File: config.mk
export PLATFORM = sky130hd
export DESIGN_NAME = pwm_carrier_timer
export DESIGN_NICKNAME = d
export VERILOG_FILES = /design/src/tick_divider.v /design/src/pwm_carrier_timer.v
export VERILOG_INCLUDE_DIRS = /design/src
export SDC_FILE = /design/constraint.sdc
export NUM_CORES = 1
export LEC_CHECK = 0
export CORE_UTILIZATION = 23
export DETAILED_ROUTE_END_ITERATION = 8
export DONT_BUFFER_PORTS = 1
export GPL_TIMING_DRIVEN = 0
export SYNTH_ARGS = -nofsm -noshare
export SYNTH_HDL_FRONTEND = slang
export SYNTH_HIERARCHICAL = 1
export SYNTH_SLANG_ARGS = --single-unit
File: constraint.sdc
create_clock -name ref_clk_i -period 5.53 [get_ports ref_clk_i]
set_input_delay 1.106 -clock ref_clk_i [delete_from_list [all_inputs] [get_ports ref_clk_i]]
set_output_delay 1.106 -clock ref_clk_i [all_outputs]
set_load 0.005 [all_outputs]
File: src/pwm_carrier_consts.vh
// Constants for the 8-bit PWM / carrier compare timer
// Function
// - Run bit starts counter with first count clock masked; output inactive while level zero.
// - Duty writes during operation are latched, copied on match with old duty value.
// - Latched duty needs three count clocks before transfer; earlier match does not take it.
// - Period match clears counter, drives output active, raises match interrupt.
// - Duty match drives output inactive without clearing counter or raising interrupt.
// - Clearing run bit clears counter and drives output inactive without raising match interrupt.
// - Carrier mode exists only on instance 1, output gated by companion events.
// - In carrier mode first compare sets low width, second compare high width.
// - Remote enable and gate select low, high, low or carrier on output pin.
// - Carrier gate is master/slave; master read/write, slave read-only.
// - Companion interrupt synced to count clock; master copied to slave two clocks later.
// - Carrier starts with low-width compare; match raises interrupt, clears, switches compare.
// - High-width match raises interrupt, clears counter, switches back; phases repeat.
// - Carrier appears on output pin only while slave gate bit is high.
// - Carrier period is N+M+2 count clocks, high time M+1 count clocks.
// - Companion counter counts when its own enable is set, independent of run bit.
// - Reset clears carrier control register to 00H.
`ifndef PWM_CARRIER_CONSTS_VH
`define PWM_CARRIER_CONSTS_VH

`define ADDR_W              4
`define OFS_MODE            4'h0
`define OFS_PERIOD_CMP      4'h1
`define OFS_DUTY_CMP        4'h2
`define OFS_CARRIER_CTRL    4'h3
`define OFS_PRESCALE        4'h4
`define OFS_COUNT           4'h5
`define OFS_COMP_CTRL       4'h6
`define OFS_COMP_CMP        4'h7
`define OFS_COMP_PRESCALE   4'h8
`define OFS_COMP_COUNT      4'h9

`define MODE_RUN_BIT        0
`define MODE_CARRIER_BIT    1
`define MODE_LEVEL_BIT      2
`define CCTL_SLAVE_BIT      0
`define CCTL_MASTER_BIT     1
`define CCTL_REMOTE_BIT     2
`define COMP_ENABLE_BIT     0

`define RST_BYTE            8'h00
`define RST_CARRIER_CTRL    3'h0
`define DUTY_MIN_AGE        2'h3
`define GATE_XFER_DELAY     2'h2

`endif

File: src/tick_divider.v
// Programmable divider giving a one-cycle count-clock enable
`timescale 1ns/10ps
`default_nettype none
module tick_divider #(
    parameter WIDTH = 8
) (
    input  wire             ref_clk_i,
    input  wire             reset_i,
    input  wire [WIDTH-1:0] divide_i,
    output reg              tick_o
);
    reg [WIDTH-1:0] count;

    // Tick every divide_i+1 reference cycles
    always @(posedge ref_clk_i) begin
        if (reset_i) begin
            count  <= {WIDTH{1'b0}};
            tick_o <= 1'b0;
        end else if (count >= divide_i) begin
            count  <= {WIDTH{1'b0}};
            tick_o <= 1'b1;
        end else begin
            count  <= count + {{(WIDTH-1){1'b0}}, 1'b1};
            tick_o <= 1'b0;
        end
    end
endmodule
`default_nettype wire

File: src/pwm_carrier_timer.v
// 8-bit PWM / carrier generator compare timer with companion event counter
`timescale 1ns/10ps
`default_nettype none
`include "pwm_carrier_consts.vh"
module pwm_carrier_timer #(
    parameter CARRIER_CAPABLE = 1,
    parameter PRESCALE_W      = 8
) (
    input  wire                ref_clk_i,
    input  wire                reset_i,
    input  wire [`ADDR_W-1:0]  reg_addr_i,
    input  wire [7:0]          reg_wdata_i,
    input  wire                reg_write_i,
    input  wire                reg_read_i,
    output reg  [7:0]          reg_rdata_o,
    output reg                 match_irq_o,
    output reg                 companion_irq_o,
    output reg                 timer_out_pin_o
);
    // Software-visible control
    reg                  count_run_bit;
    reg                  carrier_mode;
    reg                  out_active_level;
    reg [7:0]            period_compare;
    reg [7:0]            duty_compare;
    reg [7:0]            duty_latch;
    reg                  duty_pending;
    reg [1:0]            duty_age;
    reg                  remote_out_enable;
    reg                  gate_master_bit;
    reg                  gate_slave_bit;
    reg [PRESCALE_W-1:0] timer_prescale;
    reg                  companion_count_enable;
    reg [7:0]            companion_compare;
    reg [PRESCALE_W-1:0] companion_prescale;

    // Timer state
    reg [7:0]            counter;
    reg                  second_cmp_sel;
    reg                  first_tick_mask;
    reg                  out_active;
    reg                  carrier_level;
    reg                  run_q;

    // Companion counter and gate transfer
    reg [7:0]            companion_counter;
    reg                  companion_event;
    reg                  companion_pending;
    reg                  companion_irq_synced;
    reg                  synced_q;
    reg [1:0]            xfer_count;
    reg                  xfer_armed;

    wire                 count_tick;
    wire                 companion_tick;
    wire                 carrier_en;
    wire                 wr_mode;
    wire                 wr_duty;
    wire                 wr_cctl;
    wire                 low_match;
    wire                 high_match;
    wire                 duty_take;
    reg                  next_pin;
    reg  [7:0]           next_rdata;

    tick_divider #(
        .WIDTH    (PRESCALE_W)
    ) u_timer_div (
        .ref_clk_i(ref_clk_i),
        .reset_i  (reset_i),
        .divide_i (timer_prescale),
        .tick_o   (count_tick)
    );

    tick_divider #(
        .WIDTH    (PRESCALE_W)
    ) u_companion_div (
        .ref_clk_i(ref_clk_i),
        .reset_i  (reset_i),
        .divide_i (companion_prescale),
        .tick_o   (companion_tick)
    );

    // Instances built without carrier support stay in PWM mode
    assign carrier_en = (CARRIER_CAPABLE != 0) && carrier_mode;

    assign wr_mode = reg_write_i && (reg_addr_i == `OFS_MODE);
    assign wr_duty = reg_write_i && (reg_addr_i == `OFS_DUTY_CMP);
    assign wr_cctl = reg_write_i && (reg_addr_i == `OFS_CARRIER_CTRL);

    assign low_match  = !second_cmp_sel && (counter == period_compare);
    assign high_match = second_cmp_sel && (counter == duty_compare);
    // Old-value match only takes a latch that has aged enough
    assign duty_take  = high_match && duty_pending && (duty_age == `DUTY_MIN_AGE);

    // Register writes
    always @(posedge ref_clk_i) begin
        if (reset_i) begin
            count_run_bit          <= 1'b0;
            carrier_mode           <= 1'b0;
            out_active_level       <= 1'b0;
            period_compare         <= `RST_BYTE;
            timer_prescale         <= {PRESCALE_W{1'b0}};
            companion_count_enable <= 1'b0;
            companion_compare      <= `RST_BYTE;
            companion_prescale     <= {PRESCALE_W{1'b0}};
            remote_out_enable      <= 1'b0;
        end else if (reg_write_i) begin
            case (reg_addr_i)
                `OFS_MODE: begin
                    count_run_bit    <= reg_wdata_i[`MODE_RUN_BIT];
                    carrier_mode     <= reg_wdata_i[`MODE_CARRIER_BIT];
                    out_active_level <= reg_wdata_i[`MODE_LEVEL_BIT];
                end
                `OFS_PERIOD_CMP: begin
                    period_compare <= reg_wdata_i;
                end
                `OFS_CARRIER_CTRL: begin
                    remote_out_enable <= reg_wdata_i[`CCTL_REMOTE_BIT];
                end
                `OFS_PRESCALE: begin
                    timer_prescale <= reg_wdata_i[PRESCALE_W-1:0];
                end
                `OFS_COMP_CTRL: begin
                    companion_count_enable <= reg_wdata_i[`COMP_ENABLE_BIT];
                end
                `OFS_COMP_CMP: begin
                    companion_compare <= reg_wdata_i;
                end
                `OFS_COMP_PRESCALE: begin
                    companion_prescale <= reg_wdata_i[PRESCALE_W-1:0];
                end
                default: begin
                end
            endcase
        end
    end

    // Second compare: shadow latch while running, direct load while stopped
    always @(posedge ref_clk_i) begin
        if (reset_i) begin
            duty_compare <= `RST_BYTE;
            duty_latch   <= `RST_BYTE;
            duty_pending <= 1'b0;
            duty_age     <= 2'h0;
        end else if (wr_duty) begin
            duty_latch   <= reg_wdata_i;
            duty_age     <= 2'h0;
            if (count_run_bit) begin
                duty_pending <= 1'b1;
            end else begin
                duty_compare <= reg_wdata_i;
                duty_pending <= 1'b0;
            end
        end else if (count_tick && count_run_bit && !first_tick_mask) begin
            if (duty_take) begin
                duty_compare <= duty_latch;
                duty_pending <= 1'b0;
            end
            if (duty_pending && (duty_age != `DUTY_MIN_AGE)) begin
                duty_age <= duty_age + 2'h1;
            end
        end
    end

    // Counter, compare selection and waveform state
    always @(posedge ref_clk_i) begin
        if (reset_i) begin
            counter         <= `RST_BYTE;
            second_cmp_sel  <= 1'b0;
            first_tick_mask <= 1'b0;
            out_active      <= 1'b0;
            carrier_level   <= 1'b0;
            match_irq_o     <= 1'b0;
            run_q           <= 1'b0;
        end else begin
            run_q       <= count_run_bit;
            match_irq_o <= 1'b0;
            if (!count_run_bit) begin
                counter         <= `RST_BYTE;
                second_cmp_sel  <= 1'b0;
                out_active      <= 1'b0;
                carrier_level   <= 1'b0;
                first_tick_mask <= 1'b0;
            end else if (!run_q) begin
                // Start: first compare used first, first count clock swallowed
                first_tick_mask <= 1'b1;
                second_cmp_sel  <= 1'b0;
            end else if (count_tick) begin
                if (first_tick_mask) begin
                    first_tick_mask <= 1'b0;
                end else if (low_match) begin
                    counter        <= `RST_BYTE;
                    match_irq_o    <= 1'b1;
                    second_cmp_sel <= 1'b1;
                    if (carrier_en) begin
                        carrier_level <= 1'b1;
                    end else begin
                        out_active <= 1'b1;
                    end
                end else if (high_match && carrier_en) begin
                    // High phase spans M+1 clocks, low phase N+1
                    counter        <= `RST_BYTE;
                    match_irq_o    <= 1'b1;
                    second_cmp_sel <= 1'b0;
                    carrier_level  <= 1'b0;
                end else if (high_match) begin
                    // Duty match leaves the counter running and no interrupt
                    counter        <= counter + 8'h01;
                    second_cmp_sel <= 1'b0;
                    out_active     <= 1'b0;
                end else begin
                    counter <= counter + 8'h01;
                end
            end
        end
    end

    // Companion event counter runs on its own enable only
    always @(posedge ref_clk_i) begin
        if (reset_i) begin
            companion_counter <= `RST_BYTE;
            companion_event   <= 1'b0;
            companion_irq_o   <= 1'b0;
        end else begin
            companion_event <= 1'b0;
            companion_irq_o <= 1'b0;
            if (!companion_count_enable) begin
                companion_counter <= `RST_BYTE;
            end else if (companion_tick) begin
                if (companion_counter == companion_compare) begin
                    companion_counter <= `RST_BYTE;
                    companion_event   <= 1'b1;
                    companion_irq_o   <= 1'b1;
                end else begin
                    companion_counter <= companion_counter + 8'h01;
                end
            end
        end
    end

    // Event is held until the next count clock, then shown for one count clock, or two if a count clock falls in the event cycle
    always @(posedge ref_clk_i) begin
        if (reset_i) begin
            companion_pending    <= 1'b0;
            companion_irq_synced <= 1'b0;
            synced_q             <= 1'b0;
        end else begin
            if (companion_event) begin
                companion_pending <= 1'b1;
            end else if (count_tick) begin
                companion_pending <= 1'b0;
            end
            if (count_tick) begin
                companion_irq_synced <= companion_pending || companion_event;
                synced_q             <= companion_irq_synced;
            end
        end
    end

    // Master and slave gate bits
    always @(posedge ref_clk_i) begin
        if (reset_i) begin
            gate_master_bit <= 1'b0;
            gate_slave_bit  <= 1'b0;
            xfer_count      <= 2'h0;
            xfer_armed      <= 1'b0;
        end else begin
            if (wr_cctl) begin
                gate_master_bit <= reg_wdata_i[`CCTL_MASTER_BIT];
            end
            if (count_tick) begin
                if (companion_irq_synced && !synced_q) begin
                    xfer_armed <= 1'b1;
                    xfer_count <= 2'h1;
                end else if (xfer_armed && (xfer_count == `GATE_XFER_DELAY)) begin
                    // Copy on the second count clock after the rising edge
                    gate_slave_bit <= gate_master_bit;
                    xfer_armed     <= 1'b0;
                    xfer_count     <= 2'h0;
                end else if (xfer_armed) begin
                    xfer_count <= xfer_count + 2'h1;
                end
            end
        end
    end

    // Output pin selection
    always @* begin
        if (carrier_en) begin
            if (!gate_slave_bit) begin
                next_pin = 1'b0;
            end else if (!remote_out_enable) begin
                next_pin = 1'b1;
            end else begin
                next_pin = carrier_level;
            end
        end else begin
            // Level one turns the active state into a low drive
            next_pin = out_active ^ out_active_level;
        end
    end

    always @(posedge ref_clk_i) begin
        if (reset_i) begin
            timer_out_pin_o <= 1'b0;
        end else begin
            timer_out_pin_o <= next_pin;
        end
    end

    // Read mux; unmapped addresses read zero
    always @* begin
        next_rdata = 8'h00;
        case (reg_addr_i)
            `OFS_MODE: begin
                next_rdata[`MODE_RUN_BIT]     = count_run_bit;
                next_rdata[`MODE_CARRIER_BIT] = carrier_en;
                next_rdata[`MODE_LEVEL_BIT]   = out_active_level;
            end
            `OFS_PERIOD_CMP: begin
                next_rdata = period_compare;
            end
            `OFS_DUTY_CMP: begin
                next_rdata = duty_latch;
            end
            `OFS_CARRIER_CTRL: begin
                next_rdata[`CCTL_REMOTE_BIT] = remote_out_enable;
                next_rdata[`CCTL_MASTER_BIT] = gate_master_bit;
                next_rdata[`CCTL_SLAVE_BIT]  = gate_slave_bit;
            end
            `OFS_PRESCALE: begin
                next_rdata[PRESCALE_W-1:0] = timer_prescale;
            end
            `OFS_COUNT: begin
                next_rdata = counter;
            end
            `OFS_COMP_CTRL: begin
                next_rdata[`COMP_ENABLE_BIT] = companion_count_enable;
            end
            `OFS_COMP_CMP: begin
                next_rdata = companion_compare;
            end
            `OFS_COMP_PRESCALE: begin
                next_rdata[PRESCALE_W-1:0] = companion_prescale;
            end
            `OFS_COMP_COUNT: begin
                next_rdata = companion_counter;
            end
            default: begin
                next_rdata = 8'h00;
            end
        endcase
    end

    always @(posedge ref_clk_i) begin
        if (reset_i) begin
            reg_rdata_o <= 8'h00;
        end else if (reg_read_i) begin
            reg_rdata_o <= next_rdata;
        end else begin
            reg_rdata_o <= 8'h00;
        end
    end
endmodule
`default_nettype wire

==> summary.md <==
| Metric | Value |
|---|---|
| Detailed-route DRC error count | 0 |
| CP Capture Type | register |
| WHS | 480.2 ps |
| Worst r2r dst | duty_compare[1] |
| Gr ovfl total | 0 |
| H-tree levels | 4 |
| CTS clock-pin slew for the worst setup and hold paths | 50 ps |
| CTS root buf | clkbuf_16 |
| Ys async rst share | 0% |
| HP Start | first_tick_mask |
| Worst Tran Pin Value | 641.7 ps |
| Power Internal | 1.634 mW |
| Clock buffer count from CTS | 17 |
| Peak VDD IR | 0.1786 mV |
| Count leader, synth | dfxtp_1 |
| Count of different cell masters after synthesis | 58 |
| F_max | 366.6 MHz |
| First-pass GRT wire length | 26070 um |
| Synth-to-layout area growth | 17.82% |
| Synthesized area per cell | 8.824 um^2 |
| Core area | 24390 um^2 |
| Post-Synth Simple-Gate Area | 21.49% |
| Via count | 4830 |
| Initial Util | 23.51% |
| Final hold violation count | 0 |
| # fillers | 2618 |
| Chip width | 159.9 um |
| Crit path launch type | primary input |
| Largest net degree at the start of global routing | 17 |
| CTS Sinks | 114 |
| CTS tree | built |
| Final HPWL DP | 12400 um |
| Sw frac | 22.14% |
| Register-to-Register Setup Slack | 3310 ps |
| Area of the die | 25570 um^2 |
| Core Util, Final | 27.71% |
| Initial antenna violation count | 0 |
| Via density | 4.806 |
| FF-to-FF Start | counter[0] |
| IO Port Bufs | 0 |
| WL per Instance | 16.36 um |
| Synthesized flop and latch total | 114 |
| Max clock buf depth | 2 |
| Final min period | 2728 ps |
| Number of synthesized flops with an enable pin | 0 |
| 1st-iter DRT viols | 341 |
| Combinational share of power | 4.9% |
| DRT Pass-1 Iters | 5 |
| Post-synthesis xor/xnor area fraction | 7.177% |
| Complex-gate fraction of the synthesized area | 17.87% |
| Final TNS setup | 0 ps |
| Worst-Skew Late Latency | 420 ps |
| Primary FF master, synth | dfxtp_1 |
| Min-Delay Endpoint | first_tick_mask |
| Max Cap Viol | 0 |
| Post-synthesis instance total | 650 |
| Hold buffers post-CTS | 0 |
| Crit Path Category | in2reg |
| Relative slew slack | 57.22% |
| Main combinational cell family by area after synthesis | simple AND/OR/NAND/NOR gates |
| Reg power frac | 40.1% |
| Count of final setup violators | 0 |
| Hold Path Class | reg2reg |
| Worst reg-to-reg path cell count | 6 |
| NetSw | 464.7 uW |
| Rows | 57 |
| Routability cong. | 0.9332 |
| I/O pin cnt | 27 |
| Final Skew | 5.367 ps |
| Cell accounting for the most synthesized area | dfxtp_1 |
| Sequential share of the synthesized area | 39.79% |
| Pwr Density | 310.6 nW/um^2 |
| RSZ-0062 raised after global routing | false |
| Top cells by count, synth | 114 x dfxtp_1, 60 x nand2_1, 53 x nor2_1 |
| Final Cycle Share | 49.32% |
| Antenna diode count | 0 |
| Placed cells | 974 |
| Routed Antenna Nets | 0 |
| Crit-path max FO | 10 |
| Net Count, Synth | 687 |
| Status | finished, final reports clean |
| Non-Filler Instances | 1005 |
| Cts repair resizes | 0 |
| Critical Path RT | 5820 ps |
| Pwr Total | 2.099 mW |
| Ys Warns | 6 |
| Drt total wl | 16440 um |
| Arr. time, crit path | 3020 ps |
| Cells on Worst Hold Path | 2 |
| Total track usage | 13.44% |
| NumNets Final | 706 |
| Mux contribution to synthesized area | 4.996% |
| Count of final max-slew check failures | 0 |
| Layout cells sized above 1 | 10.57% |
| Synth top area cells | dfxtp_1 40%, ha_1 4.6%, a21oi_1 4.5% |
| Post-CTS Setup Bufs | 0 |
| Clk pwr share | 54.9% |
| Top-area cell type share of the netlist area | 39.79% |
| Post-synthesis adder-cell area fraction | 4.581% |
| P_leak | 2.488 nW |
| Vias in the first global route | 4626 |
| Syn Std Cell Area | 5736 um^2 |
| Die Y | 159.9 um |
[power groups by stage]
| stage | Sequential [mW] | Combinational (mW) | Clock, mW |
|---|---|---|---|
| global route | 0.843 | 0.113 | 1.21 |
| global placement | 0.859 | 0.102 | 0 |
| finish | 0.842 | 0.103 | 1.15 |
| detailed placement | 0.860 | 0.102 | 0 |
| floorplan | 0.855 | 0.0769 | 0 |
| CTS | 0.842 | 0.102 | 1.18 |
[state kept, by name (all words and copies together), names as in the netlist, 8 cells and up]
signal,flops
timer_prescale,8
companion_prescale,8
reg_rdata_o,8
companion_counter,8
u_timer_div/count,8
period_compare,8
u_companion_div/count,8
counter,8
companion_compare,8
duty_compare,8
duty_latch,8
[critical path: stages]
cell and delay (ps):
clkbuf_1 270, clkbuf_1 420, nor2b_1 350, clkbuf_1 400
nand3b_1 120, a31oi_1 350
[final cells by class]
| class | count | area (um^2) | area share (%) |
|---|---|---|---|
| sequential | 114 | 2282 | 33.77 |
| clock buffer | 20 | 456.7 | 6.758 |
| inverter | 24 | 90.09 | 1.333 |
| buffer | 34 | 145.1 | 2.148 |
| clock inverter | 11 | 160.2 | 2.370 |
| multi-input combinational | 478 | 3218 | 47.62 |
| tap | 324 | 405.4 | 5.999 |
[cell families after synthesis]
group           Yosys count
fa+ha+maj                21
mux                      28
compound gates          148
simple gates            234
flops                   114
xor+xnor                 47
buf+inv                  58
[through the flow]
step | worst slack (ps) | area (um^2)
2_1_floorplan | 2944 | 5736
3_3_place_gp | 2324 | 6141
4_1_cts | 2820 | 6758
5_1_grt | 2666 | 6758
6_report | 2802 | 6758
3_5_place_dp | 2428 | 6141
[metal layers]
layer  up-vias  track usage (%)  part of all wire [%]
li1       2343                -                     -
met1      2295            17.01                    44
met2       165            20.44                    44
met3        27            4.883                   9.3
met4         0            5.844                   2.7
met5         -                0                     0
[how the worst max path moves through the flow]
stage                        startpoint               to  slack, ps  cells after the start
after floorplan           reg_addr_i[2]  duty_compare[1]       2940                      7
after global placement    reg_addr_i[2]   reg_rdata_o[1]       2320                      7
after detailed placement  reg_addr_i[0]   reg_rdata_o[4]       2430                      6
after CTS                 reg_addr_i[0]   reg_rdata_o[4]       2820                      6
after global routing      reg_addr_i[0]   reg_rdata_o[4]       2670                      6
final                     reg_addr_i[0]   reg_rdata_o[4]       2800                      6
[placed cells by master, fill, tap and decap left out, types with 4 or more instances in the layout]
cell	instances
dfxtp_1	114
nand2_1	60
nor2_1	53
a21oi_1	51
xor2_1	28
o21ai_0	28
nand3_1	28
inv_1	24
clkbuf_1	24
mux2i_1	23
ha_1	21
xnor2_1	19
clkbuf_16	17
nor3_2	13
nor2b_1	12
nand4_1	10
and3_1	10
nor3_1	10
a22oi_1	9
nand3b_1	8
nand2b_1	8
o22a_1	8
a22o_1	7
a211oi_1	7
buf_1	6
mux2_2	5
clkinv_2	5
o211ai_1	4
bufinv_16	4
(Power assumes the default switching activity.)
